<file path="src/pkg/sac_pkg.sv">
// Constants shared by the converter control logic.
// Assumes a single 20 MHz clock domain; all times are turned into cycle counts here.
package sac_pkg;
  localparam int          DATA_W        = 8;      // Width of the approximation register
  localparam int          CLK_PERIOD_NS = 50;     // Period of clk_in
  // Interval spent on each bit decision; eight of them stay near the usual conversion time
  localparam int          BIT_TIME_NS   = 3000;
  localparam int          BIT_CYCLES    = (BIT_TIME_NS + CLK_PERIOD_NS - 1) / CLK_PERIOD_NS;
  // Latest point at which data must be on the pins after the ready flag falls
  localparam int          DATA_LAG_NS   = 500;
  localparam int          DATA_LAG_CYC  = DATA_LAG_NS / CLK_PERIOD_NS;
  // Delay from request high to blanking of the outputs
  localparam int          RELEASE_NS    = 1500;
  localparam int          RELEASE_CYC   = RELEASE_NS / CLK_PERIOD_NS;
  // Least high time of the request line that re-arms the converter
  localparam int          ARM_NS        = 2000;
  localparam int          ARM_CYC       = (ARM_NS + CLK_PERIOD_NS - 1) / CLK_PERIOD_NS;
  localparam logic [7:0]  CODE_RESET    = 8'h00;  // Register contents when idle
  localparam logic [7:0]  MSB_TRIAL     = 8'h80;  // First trial pattern
  localparam logic [7:0]  CNT_ZERO      = 8'h00;  // Counter reset value
endpackage

</file>
<file path="src/pkg/sac_sar_if.sv">
// Handshake between the control sequencer and the approximation register core.
// Assumes both ends run on the same clock.
`timescale 1ns/1ps
interface sac_sar_if #(parameter int DATA_W = 8);
  logic              start;       // One-cycle pulse: begin a conversion
  logic              abort;       // One-cycle pulse: drop conversion, clear register
  logic              comp_high;   // Synchronised comparator: DAC sum exceeds input
  logic              busy;        // Conversion in progress
  logic              done;        // One-cycle pulse: last bit decided
  logic [DATA_W-1:0] code;        // Present register contents
  modport ctrl (output start, output abort, output comp_high,
                input busy, input done, input code);
  modport core (input start, input abort, input comp_high,
                output busy, output done, output code);
endinterface

</file>
<file path="src/sac_sar_core.sv">
// Successive-approximation register with its per-bit pacing counter.
// Assumes the comparator decision is already synchronised to clk_in.
`timescale 1ns/1ps
module sac_sar_core #(
  parameter int DATA_W = sac_pkg::DATA_W
) (
  // Clock and reset
  input  wire logic clk_in,
  input  wire logic rst_n_in,
  // Sequencer side
  sac_sar_if.core   sar
);
  logic [DATA_W-1:0] code_reg;   // Trial and result bits
  logic [2:0]        idx_reg;    // Bit under trial
  logic [7:0]        cnt_reg;    // Cycles spent on the present bit
  logic              busy_reg;   // Trial sequence running
  logic              done_reg;   // End-of-conversion pulse
  logic              decide;     // Last cycle of a bit interval
  logic [7:0]        gap_cnt_reg; // Check helper: cycles since last decision or start

  assign decide   = busy_reg && (cnt_reg == 8'(sac_pkg::BIT_CYCLES - 1));
  assign sar.code = code_reg;
  assign sar.busy = busy_reg;
  assign sar.done = done_reg;

  // Pacing counter: one equal interval per decision
  always_ff @(posedge clk_in or negedge rst_n_in) begin
    if (!rst_n_in) begin
      cnt_reg <= sac_pkg::CNT_ZERO;
    end else if (sar.start || sar.abort || decide) begin
      cnt_reg <= sac_pkg::CNT_ZERO; // RULE_12
    end else if (busy_reg) begin
      cnt_reg <= cnt_reg + 8'h01;
    end
  end

  // Free-running gap measure for the pacing check; kept apart from cnt_reg so a
  // broken interval counter cannot hide behind its own value
  always_ff @(posedge clk_in or negedge rst_n_in) begin
    if (!rst_n_in) begin
      gap_cnt_reg <= sac_pkg::CNT_ZERO;
    end else if (sar.start || decide) begin
      gap_cnt_reg <= sac_pkg::CNT_ZERO;
    end else if (gap_cnt_reg != 8'hFF) begin
      gap_cnt_reg <= gap_cnt_reg + 8'h01;
    end
  end

  // Trial sequence, most significant bit first
  always_ff @(posedge clk_in or negedge rst_n_in) begin
    if (!rst_n_in) begin
      code_reg <= sac_pkg::CODE_RESET;
      idx_reg  <= 3'h0;
      busy_reg <= 1'b0;
      done_reg <= 1'b0;
    end else begin
      done_reg <= 1'b0;
      if (sar.abort) begin
        // Abandoned or read out: clear ready for the next conversion
        code_reg <= sac_pkg::CODE_RESET; // RULE_04
        busy_reg <= 1'b0;
      end else if (sar.start) begin
        code_reg <= sac_pkg::MSB_TRIAL; // RULE_01
        idx_reg  <= 3'(DATA_W - 1);
        busy_reg <= 1'b1;
      end else if (decide) begin
        // Sum above input drops the bit, otherwise it stays on
        code_reg[idx_reg] <= !sar.comp_high; // RULE_02
        if (idx_reg == 3'h0) begin
          busy_reg <= 1'b0;
          done_reg <= 1'b1;
        end else begin
          code_reg[idx_reg - 3'h1] <= 1'b1; // RULE_01
          idx_reg                  <= idx_reg - 3'h1;
        end
      end
    end
  end

  a_first_trial_msb: assert property (@(posedge clk_in) disable iff (!rst_n_in) // RULE_01
    sar.start && !sar.abort |=> code_reg == sac_pkg::MSB_TRIAL && busy_reg)
    else $error("first trial is not the top bit alone");
  a_bit_kept_low: assert property (@(posedge clk_in) disable iff (!rst_n_in) // RULE_02
    decide && !sar.abort && !sar.start && !sar.comp_high |=> code_reg[$past(idx_reg)])
    else $error("bit dropped although the sum stayed below the input");
  a_bit_dropped_high: assert property (@(posedge clk_in) disable iff (!rst_n_in) // RULE_02
    decide && !sar.abort && !sar.start && sar.comp_high |=> !code_reg[$past(idx_reg)])
    else $error("bit kept although the sum exceeded the input");
  a_interval_equal: assert property (@(posedge clk_in) disable iff (!rst_n_in) // RULE_12
    decide |-> gap_cnt_reg == 8'(sac_pkg::BIT_CYCLES - 1))
    else $error("bit interval is not the pacing length");
  a_done_after_lsb: assert property (@(posedge clk_in) disable iff (!rst_n_in) // RULE_01
    done_reg |-> $past(idx_reg) == 3'h0 && !busy_reg)
    else $error("done raised before the lowest bit");
endmodule

</file>
<file path="src/sac_top.sv">
// Control and output logic of an 8-bit successive-approximation converter.
// Assumes request, strap and comparator arrive asynchronously on pins; the pad
// resolves data_out against data_oe_n_out (low means driven).
//
// Functional notes
// RULE_01 - Trial bits one at a time, MSB first
// RULE_02 - Keep bit unless DAC sum exceeds input
// RULE_03 - After last bit: ready low, drive data
// RULE_04 - Request high blanks outputs, clears register
// RULE_05 - Strap low unipolar, open gives bipolar
// RULE_06 - Bipolar codes offset binary, midscale is zero
// RULE_07 - Unipolar codes ascend in straight binary
// RULE_08 - Data active within 500 ns of ready
// RULE_09 - 1.5 us after request high: release
// RULE_10 - Two microseconds high re-arms, restarts conversion
// RULE_11 - Request high mid-conversion abandons, outputs unchanged
// RULE_12 - One equal clock interval per bit
`timescale 1ns/1ps
module sac_top #(
  parameter int DATA_W = sac_pkg::DATA_W
) (
  // Clock and reset
  input  wire logic              clk_in,
  input  wire logic              rst_n_in,
  // Host request line, low starts a conversion once a long high has armed it
  input  wire logic              conv_req_n_in,
  // Coding strap: low unipolar, open (pulled high) bipolar
  input  wire logic              coding_strap_in,
  // Comparator: high when DAC sum exceeds input current
  input  wire logic              comp_high_in,
  // Analog side controls
  output logic [DATA_W-1:0]      dac_code_out,
  output logic                   bipolar_en_out,
  // Host side results
  output logic                   result_flag_n_out,
  output logic [DATA_W-1:0]      data_out,
  output logic                   data_oe_n_out
);
  typedef enum logic [1:0] {ST_IDLE, ST_CONV, ST_VALID, ST_RELEASE} sac_state_type;

  sac_state_type     state_reg;       // Sequencer state
  logic [1:0]        req_sync_reg;    // Request synchroniser, bit 0 is the first stage
  logic [1:0]        strap_sync_reg;  // Strap synchroniser
  logic [1:0]        comp_sync_reg;   // Comparator synchroniser
  logic [7:0]        high_cnt_reg;    // Request high time
  logic [7:0]        rel_cnt_reg;     // Time spent releasing
  logic              armed_reg;       // Request was high long enough
  logic              flag_n_reg;      // Ready flag, active low
  logic              oe_n_reg;        // Data enable, low drives
  logic              bipolar_reg;     // Offset current switch
  logic [DATA_W-1:0] data_reg;        // Latched result
  logic              req_high;        // Request line is high (blank)
  logic              start_now;       // Conversion starts this cycle
  logic              release_now;     // Blanking delay has run out

  sac_sar_if #(.DATA_W(DATA_W)) sar ();

  sac_sar_core #(.DATA_W(DATA_W)) u_core (
    .clk_in   (clk_in),
    .rst_n_in (rst_n_in),
    .sar      (sar)
  );

  assign req_high    = req_sync_reg[1];
  assign start_now   = (state_reg == ST_IDLE) && !req_high && armed_reg;
  assign release_now = (state_reg == ST_RELEASE) && req_high &&
                       (rel_cnt_reg == 8'(sac_pkg::RELEASE_CYC - 1));
  assign sar.start     = start_now;
  // Abandon mid-conversion, or clear after readout
  assign sar.abort     = ((state_reg == ST_CONV) && req_high) || release_now; // RULE_11
  assign sar.comp_high = comp_sync_reg[1];

  assign dac_code_out      = sar.code;
  assign bipolar_en_out    = bipolar_reg;
  assign result_flag_n_out = flag_n_reg;
  assign data_out          = data_reg;
  assign data_oe_n_out     = oe_n_reg;

  // Pin synchronisers; only the second stage is read by logic
  always_ff @(posedge clk_in or negedge rst_n_in) begin
    if (!rst_n_in) begin
      req_sync_reg   <= 2'h3;
      strap_sync_reg <= 2'h0;
      comp_sync_reg  <= 2'h0;
    end else begin
      req_sync_reg   <= {req_sync_reg[0], conv_req_n_in};
      strap_sync_reg <= {strap_sync_reg[0], coding_strap_in};
      comp_sync_reg  <= {comp_sync_reg[0], comp_high_in};
    end
  end

  // High-time measure; a short glitch high does not re-arm
  always_ff @(posedge clk_in or negedge rst_n_in) begin
    if (!rst_n_in) begin
      high_cnt_reg <= sac_pkg::CNT_ZERO;
      armed_reg    <= 1'b0;
    end else begin
      if (!req_high) begin
        high_cnt_reg <= sac_pkg::CNT_ZERO;
      end else if (high_cnt_reg != 8'(sac_pkg::ARM_CYC)) begin
        high_cnt_reg <= high_cnt_reg + 8'h01;
      end
      if (start_now) begin
        armed_reg <= 1'b0;
      end else if (req_high && high_cnt_reg == 8'(sac_pkg::ARM_CYC - 1)) begin
        armed_reg <= 1'b1; // RULE_10
      end
    end
  end

  // Coding selection, held steady for a whole conversion
  always_ff @(posedge clk_in or negedge rst_n_in) begin
    if (!rst_n_in) begin
      bipolar_reg <= 1'b0;
    end else if (start_now) begin
      // Offset current makes the same register read as offset binary
      bipolar_reg <= strap_sync_reg[1]; // RULE_05
    end
  end

  // Sequencer
  always_ff @(posedge clk_in or negedge rst_n_in) begin
    if (!rst_n_in) begin
      state_reg <= ST_IDLE;
    end else begin
      case (state_reg)
        ST_IDLE: begin
          if (start_now) begin
            state_reg <= ST_CONV;
          end
        end
        ST_CONV: begin
          if (req_high) begin
            state_reg <= ST_IDLE; // RULE_11
          end else if (sar.done) begin
            state_reg <= ST_VALID;
          end
        end
        ST_VALID: begin
          if (req_high) begin
            state_reg <= ST_RELEASE;
          end
        end
        ST_RELEASE: begin
          if (!req_high) begin
            state_reg <= ST_VALID; // Short high: keep showing data
          end else if (release_now) begin
            state_reg <= ST_IDLE; // RULE_04
          end
        end
        default: begin
          state_reg <= ST_IDLE;
        end
      endcase
    end
  end

  // Blanking delay counter
  always_ff @(posedge clk_in or negedge rst_n_in) begin
    if (!rst_n_in) begin
      rel_cnt_reg <= sac_pkg::CNT_ZERO;
    end else if (state_reg == ST_RELEASE && req_high) begin
      rel_cnt_reg <= rel_cnt_reg + 8'h01; // RULE_09
    end else begin
      rel_cnt_reg <= sac_pkg::CNT_ZERO;
    end
  end

  // Result capture and ready flag
  always_ff @(posedge clk_in or negedge rst_n_in) begin
    if (!rst_n_in) begin
      flag_n_reg <= 1'b1;
      data_reg   <= sac_pkg::CODE_RESET;
    end else if (state_reg == ST_CONV && !req_high && sar.done) begin
      // Register bits pass straight through; coding comes from the strap
      flag_n_reg <= 1'b0; // RULE_03
      data_reg   <= sar.code; // RULE_06 RULE_07
    end else if (release_now) begin
      flag_n_reg <= 1'b1; // RULE_09
    end
  end

  // Output enable falls one cycle after the flag, well inside the limit, and rises with it
  always_ff @(posedge clk_in or negedge rst_n_in) begin
    if (!rst_n_in) begin
      oe_n_reg <= 1'b1;
    end else if (release_now) begin
      oe_n_reg <= 1'b1; // RULE_04
    end else if (state_reg == ST_VALID) begin
      oe_n_reg <= 1'b0; // RULE_08
    end
  end

  localparam int LAG_MAX = sac_pkg::DATA_LAG_CYC;
  // A start only follows a full arm count, so the high counter sits saturated there
  localparam logic [7:0] CNT_AT_START = 8'(sac_pkg::ARM_CYC);

  a_flag_on_done: assert property (@(posedge clk_in) disable iff (!rst_n_in)
    state_reg == ST_CONV && !req_high && sar.done |=> !flag_n_reg) // RULE_03
    else $error("ready flag did not fall after the last bit");
  a_data_after_flag: assert property (@(posedge clk_in) disable iff (!rst_n_in)
    $fell(flag_n_reg) |-> ##[0:LAG_MAX] !oe_n_reg) // RULE_08
    else $error("data not driven in time after ready");
  a_drive_with_flag: assert property (@(posedge clk_in) disable iff (!rst_n_in)
    !oe_n_reg |-> !flag_n_reg && $stable(data_reg)) // RULE_03
    else $error("data driven without ready or changing while driven");
  a_release_timing: assert property (@(posedge clk_in) disable iff (!rst_n_in)
    $rose(flag_n_reg) |-> $past(rel_cnt_reg) == 8'(sac_pkg::RELEASE_CYC - 1)
      && oe_n_reg && dac_code_out == sac_pkg::CODE_RESET) // RULE_09
    else $error("release not at the blanking delay");
  a_blank_with_flag: assert property (@(posedge clk_in) disable iff (!rst_n_in)
    $rose(oe_n_reg) |-> $rose(flag_n_reg)) // RULE_04
    else $error("outputs released without raising ready");
  a_abandon_quiet: assert property (@(posedge clk_in) disable iff (!rst_n_in)
    state_reg == ST_CONV && req_high |=> flag_n_reg && oe_n_reg && state_reg == ST_IDLE) // RULE_11
    else $error("abandoned conversion disturbed the outputs");
  a_start_armed: assert property (@(posedge clk_in) disable iff (!rst_n_in)
    start_now |-> $past(req_high) && high_cnt_reg == CNT_AT_START) // RULE_10
    else $error("conversion started without a long enough high");
  a_coding_latched: assert property (@(posedge clk_in) disable iff (!rst_n_in)
    start_now |=> bipolar_reg == $past(strap_sync_reg[1])) // RULE_05
    else $error("coding select not taken from the strap");

  c_full_cycle: cover property (@(posedge clk_in) disable iff (!rst_n_in) $rose(flag_n_reg));
  c_abandon: cover property (@(posedge clk_in) disable iff (!rst_n_in)
    state_reg == ST_CONV && req_high);
  c_bipolar_done: cover property (@(posedge clk_in) disable iff (!rst_n_in)
    $fell(flag_n_reg) && bipolar_reg);
endmodule

</file>
<file path="config.mk">
export PLATFORM = sky130hd
export DESIGN_NAME = sac_top
export DESIGN_NICKNAME = d
export VERILOG_FILES = /design/src/pkg/sac_pkg.sv /design/src/pkg/sac_sar_if.sv /design/src/sac_sar_core.sv /design/src/sac_top.sv
export SDC_FILE = /design/constraint.sdc
export NUM_CORES = 1
export LEC_CHECK = 0
export BUFFER_PORTS_ARGS = -buffer_cell sky130_fd_sc_hd__buf_2
export CORE_MARGIN = 1.5
export CORE_UTILIZATION = 35
export DETAILED_ROUTE_END_ITERATION = 6
export PLACE_DENSITY = 0.58
export SETUP_SLACK_MARGIN = 0.4
export SYNTH_ARGS = -nofsm -noshare
export SYNTH_HDL_FRONTEND = slang
export SYNTH_SLANG_ARGS = --single-unit
</file>
<file path="constraint.sdc">
create_clock -name clk_in -period 4.6 [get_ports clk_in]
set_input_delay 0.69 -clock clk_in [delete_from_list [all_inputs] [get_ports clk_in]]
set_output_delay 0.69 -clock clk_in [all_outputs]
set_load 0.02 [all_outputs]
</file>
Word-level counts from Yosys, hierarchy flattened:

Cells that the tools add are included.

* register bits: 57
* latch bits: 0
* bits in writable memories: 0
* memory bits (read-only): 0
* bits of input ports: 5
* word-level logic and storage cells: 105
* memories: 0

* add/sub/neg operators: 4
* multiply operators: 0
* divide/modulo/power cells: 0
* $lt $le $gt $ge: 4
* equal/unequal tests: 13
* shifts and indexed selects: 0
* multiplexer cells: 38
* bitwise operators: 2
* reduce and logical (&&, ||, !) cells: 28

Operators with widths (number)
* $mux 8: 9
* $add 8x1->8 const B: 3
* $eq 8x6->1 const B: 2
* $mux 1: 16
* $mux 2: 6
* $logic_and 1x1->1: 11
* $reduce_bool 2->1: 5
* $mux 3: 3
* $bwmux 8: 1
* $eq 8x5->1 const B: 1
* $lt 3x4->1 const B: 2
* $ne 8x6->1 const B: 1
* $or 8x8->8: 1
* $pmux 2 s4: 1
* $demux 1 s3: 2
* $ge 3x1->1 const B: 2
* $ne 2x1->1 const B: 3
* $reduce_bool 3->1: 2
* $eq 2x2->1 const B: 2
* $reduce_and 4->1: 1
* $logic_not 3->1: 1
* $logic_or 1x1->1: 3
* $ne 3x2->1 const B: 1
* $ne 3x3->1 const B: 1
* 8 further kinds: 9

Depth between registers and ports, before layout:

* depth after elaboration: 10
* depth in mapped cells: 8
* mapped depth without buffers: 7

Modules after synthesis:

From an unflattened synthesis, not the netlist that was laid out.

* cell total of the unflattened synthesis: 262
* area, all modules: 2781.4 sq um

Modules (own cells, without submodules)
* sac_top: instances 1, cells each 134, area an instance 1554.0 sq um, seq. area each 905.9 sq um
* sac_sar_core: instances 1, cells each 128, area an instance 1227.4 sq um, seq. area each 525.5 sq um

Worst setup path before layout:

No wires, ideal clock.

* kind: reg-to-reg
* from: reg rel_cnt_reg[0]
* to: reg u_core.idx_reg[1]
* arrival time: 1.529 ns
* setup slack: 2.945 ns
* stages on the path, launching flop included: 7
* path buffers: 0
* clock period less this slack: 1.655 ns
* cells stage by stage: dfrtp_1 > ha_1 > nor4b_2 > nand2_2 > a21oi_2 > or2_2 > o32a_1

* cells in the longest elaborated chain, start to end: 5

RTL lines
* start: declaration: RTL line sac_top.sv:46 `logic [7:0] rel_cnt_reg;`
* start signal: assignment: RTL line sac_top.sv:161 `rel_cnt_reg <= sac_pkg::CNT_ZERO;`
* start signal: assignment: RTL line sac_top.sv:163 `rel_cnt_reg <= rel_cnt_reg + 8'h01;`
* start signal: assignment: RTL line sac_top.sv:165 `rel_cnt_reg <= sac_pkg::CNT_ZERO;`
* $eq 8x5->1: RTL line sac_top.sv:67 `(rel_cnt_reg == 8'(sac_pkg::RELEASE_CYC - 1));`
* $logic_and 1x1->1: RTL line sac_top.sv:66 `assign release_now = (state_reg == ST_RELEASE) && req_high &&`
* $logic_or 1x1->1: RTL line sac_top.sv:70 `assign sar.abort = ((state_reg == ST_CONV) && req_high) || release_now;`
* $not 1->1 (no source line)
* $reduce_and 3->1 (no source line)
* end signal: assignment: RTL line sac_sar_core.sv:64 `idx_reg <= 3'(DATA_W - 1);`
* end signal: assignment: RTL line sac_sar_core.sv:74 `idx_reg <= idx_reg - 3'h1;`
* end: declaration: RTL line sac_sar_core.sv:14 `logic [2:0] idx_reg;`

No other way between the ends.
A chain may end at the register's enable or synchronous reset.

Final worst setup path:

* from: reg u_core.idx_reg[0]
* to: reg u_core.code_reg[5], in the netlist u_core.sar.code[5]

* cells in the longest elaborated chain, start to end: 10
* elaborated cells on any way between the ends: 18
* classes of those cells: 1 x add/sub; 4 x order compare; 9 x mux; 1 x bitwise; 3 x reduce/logical

RTL lines
* $sub 3x1->3 (tied with other cells): RTL line sac_sar_core.sv:73 `code_reg[idx_reg - 3'h1] <= 1'b1;`
* $lt 3x4->1 (implied by the code) (tied with other cells): RTL line sac_sar_core.sv:73
* $logic_and 1x1->1 (implied by the code) or $mux 1 (tied branches): RTL line sac_sar_core.sv:73, sac_sar_core.sv:68
* $mux 1 (implied by the code) or $demux 1 s3 (tied branches)
* $demux 1 s3 or $bwmux 8 (tied branches)
* $or 8x8->8 (no source line)
* $mux 8 (*): RTL line sac_sar_core.sv:69 `if (idx_reg == 3'h0) begin`
* $mux 8 (*): RTL line sac_sar_core.sv:66 `end else if (decide) begin`
* $mux 8 (*): RTL line sac_sar_core.sv:62 `end else if (sar.start) begin`
* $mux 8 (*): RTL line sac_sar_core.sv:58 `if (sar.abort) begin`
* end signal: assignment: RTL line sac_sar_core.sv:60 `code_reg <= sac_pkg::CODE_RESET;`
* end signal: assignment: RTL line sac_sar_core.sv:63 `code_reg <= sac_pkg::MSB_TRIAL;`
* end signal: indexed assignment: RTL line sac_sar_core.sv:68 `code_reg[idx_reg] <= !sar.comp_high;`
* end: declaration: RTL line sac_sar_core.sv:13 `logic [DATA_W-1:0] code_reg;`

Mark *: on every way between the ends. The rest lies on a longest branch, timed or not. The select of a mux whose other input is x is not followed.

==> results.yml <==
power:
  pwr-share-clk_pct: 46.6
  power.leakage_uw: 0.001401
  peakVddDrop_uv: 161.4
  comb_power_share_pct: 1.9
  seqPwrFrac_pct: 51.5
  swShare_pct: 20.49
  power_switching_uw: 203.8
  power.density_nw_per_um2: 322.2
  p_int_uw: 791.0
logic_synthesis:
  synth_edf_count: 0
  synthAdderAreaFrac_pct: 3.253
  muxShareOfSynthArea_pct: 4.461
  synth_area_per_cell_um2: 10.52
  synth_simple_gate_area_share_pct: 19.75
  netlist_top_cells_area: "dfrtp_1 (49%), dfstp_2 (3.9%), mux2_2 (3.3%)"
  syn_nets: 268
  yosys.area.top_type: "dfrtp_1"
  synth_commonest_cells: "dfrtp_1 (53), nor2_1 (23), nand3_1 (16), o21ai_0 (16), a21oi_1 (14)"
  yosys_register_bits: 57
  synth_top_family_by_area: "simple AND/OR/NAND/NOR gates"
  synthXorXnorAreaFrac_pct: 5.855
  synth_cells: 256
  synth.distinct_cells: 48
  post-synth-top-count-cell: "dfrtp_1"
  ys_async_sr_fraction_pct: 100.0
  synth_warnings: 0
  synth-compound-area-share_pct: 10.41
  yosysSeqAreaShare_pct: 53.16
  synthFlopType: "dfrtp_1"
  synth_top_area_share_pct: 49.26
  netlist_area_um2: 2693
sta:
  min_period_ns: 2.155
  max_slew_margin_pct: 44.30
  worst_slack_ns: 2.445
  setup_viol: 0
  max_clock_freq_mhz: 464.0
  skew_ns: 0.01032
  rsz0062_at_grt: "no"
  tns_ns: 0
  fin_crit_sh_pct: 46.85
  hold_viol_final: 0
  report.final.slew_viol_count: 0
  worst_slew_pin_slew_ns: 0.8319
cts:
  cts_max_path_buffers: 2
  clk_pin_slew_ns: 0.06
  hold_buffers: 0
  cts-root-buf: "clkbuf_8"
  cts.sinks: 57
  cts_resized: 0
  numCtsBuffers: 9
  cts_tree: "yes"
  postCtsSetupRepairBufs: 0
  cts-htree-levels: 3
  insertion_delay_ns: 0.33
global_route:
  grt_use_total_pct: 13.08
  top_usage_layer: "met2"
  grt_pass1_wl_um: 8638
  antenna_found_initial: 0
  grt_pass1_vias: 1886
  grt_max_degree: 58
  met3_usage_pct: 4.882
  grt_util_met2_pct: 21.37
  gr-total-overflow: 0
  use_met1_pct: 16.15
critical_path:
  required_ns: 4.83
  critical_path_class: "flip-flop to flip-flop"
  cp_max_fo: 13
  start_kind: "flip-flop"
  cp.arrival_ns: 2.38
  endpoint_kind: "flip-flop"
run:
  cap_violations: 0
detailed_routing:
  routed_wl_um: 4879
  wl_per_cell_um: 12.67
  route.detailed.drc: 0
  drtAntennaViolNets: 0
  drt_pass1_iterations: 4
  via_per_inst: 4.992
  num_vias: 1922
  drt-initial-drc-count: 47
finish:
  final_cell_area_um2: 3088
  final_cells: 385
  nNetsFinal: 293
  nFillCells: 704
  area_growth_pct: 14.68
  fin_util_pct: 42.12
  drive_above_1_share_pct: 20.98
  antenna_cells: 0
worst_hold_path:
  worstHoldPathType: "flip-flop to flip-flop"
outcome:
  status: "complete, no violations"
die:
  core_um2: 7331
  rows: 31
  io_pins: 24
  die_h_um: 90.71
  die_w_um: 90.71
  die_area_um2: 8228
  start_util_pct: 36.73
placed_design:
  io_buffer_count: 23
  dpl_cell_area_um2: 2889
  dp_hpwl_um: 3219
  gp_congestion: 0.8758
  place_inst: 369
  pre_cts_slack_ns: 2.481
[layer usage]
| layer | wire [µm] | up-vias |
|---|---|---|
| met5 | 0 | - |
| met4 | 17 | 0 |
| met3 | 172 | 4 |
| met2 | 2287 | 29 |
| met1 | 2402 | 938 |
| li1 | - | 951 |
[kinds of logic after synthesis]
logic type / Yosys count
and+or+nand+nor: 98
DFF: 57
AOI/OAI and AO/OA: 46
buffers and inverters: 19
xor gates and xnor gates: 18
muxes: 11
adders and majority gates: 7
[power by group through the flow]
| stage | sequential (µW) | clock (µW) | combinational, µW |
|---|---|---|---|
| finish | 513 | 463 | 18.6 |
| global route | 513 | 499 | 22.7 |
| CTS | 513 | 480 | 19.8 |
| detailed placement | 522 | 0 | 19.7 |
| global placement | 522 | 0 | 19.4 |
| floorplan | 519 | 0 | 7.97 |
[worst max-delay path, cell delays in order (launching register included)]
cell and delay [ns]:
dfrtp_1 0.56, clkinv_1 0.32, ha_1 0.31, nor2_1 0.16
mux2i_1 0.15, o21ai_0 0.19, a21oi_1 0.09, a311oi_1 0.27
[per-stage QoR]
stage          hold WS, ns  power, µW
5_1_grt             0.3553       1035
4_1_cts             0.3506       1012
6_report            0.3475      994.8
3_5_place_dp        0.3358      541.5
3_3_place_gp        0.3349      541.1
2_1_floorplan       0.3312      527.0
[worst paths after layout]
check | slack, ns | to | depth (start not counted) | startpoint
setup / recovery | 2.45 | u_core.sar.code[5] | 7 | u_core.idx_reg[0]
hold / removal | 0.35 | comp_sync_reg[1] | 0 | comp_sync_reg[0]
setup reg to reg | 2.45 | u_core.sar.code[5] | 7 | u_core.idx_reg[0]
hold reg to reg | 0.35 | comp_sync_reg[1] | 0 | comp_sync_reg[0]
max in group asynchronous | 3.62 | strap_sync_reg[1] | 2 | rst_n_in
min in group asynchronous | 0.48 | u_core.cnt_reg[2] | 2 | rst_n_in
[area by class of cell]
class | count | area (µm²) | area share [%]
clock inverters | 3 | 40.04 | 1.297
flip-flops and latches | 57 | 1431 | 46.35
inverters | 9 | 33.78 | 1.094
clock buffers | 13 | 158.9 | 5.146
well taps | 99 | 123.9 | 4.011
repair buffers | 24 | 122.6 | 3.971
multi-input cells | 180 | 1177 | 38.13
[layout by cell type (no fill, tap or decap), types with 2 or more instances in the layout]
master    netlist  layout
xor2_1          8       8
nor4_1          2       2
nor2b_1         2       2
and3_1          5       5
nand2_1        13      13
a311oi_1        3       3
buf_2           4      23
nor2_1         23      23
dfrtp_1        53      53
and2_1          6       6
nor3_1         12      12
dfstp_2         4       4
ha_1            7       7
o31ai_1         2       2
inv_1           8       8
o21ai_0        16      16
xnor2_1        10      10
nand4_1         4       4
nand4b_1        2       2
nand2b_1        3       3
clkbuf_1        4       2
nand3_1        16      16
clkinv_2        0       2
clkbuf_8        0      11
a21oi_1        14      14
mux2i_1         3       3
mux2_2          8       8
Note: power is estimated with default switching activity, not from simulation.
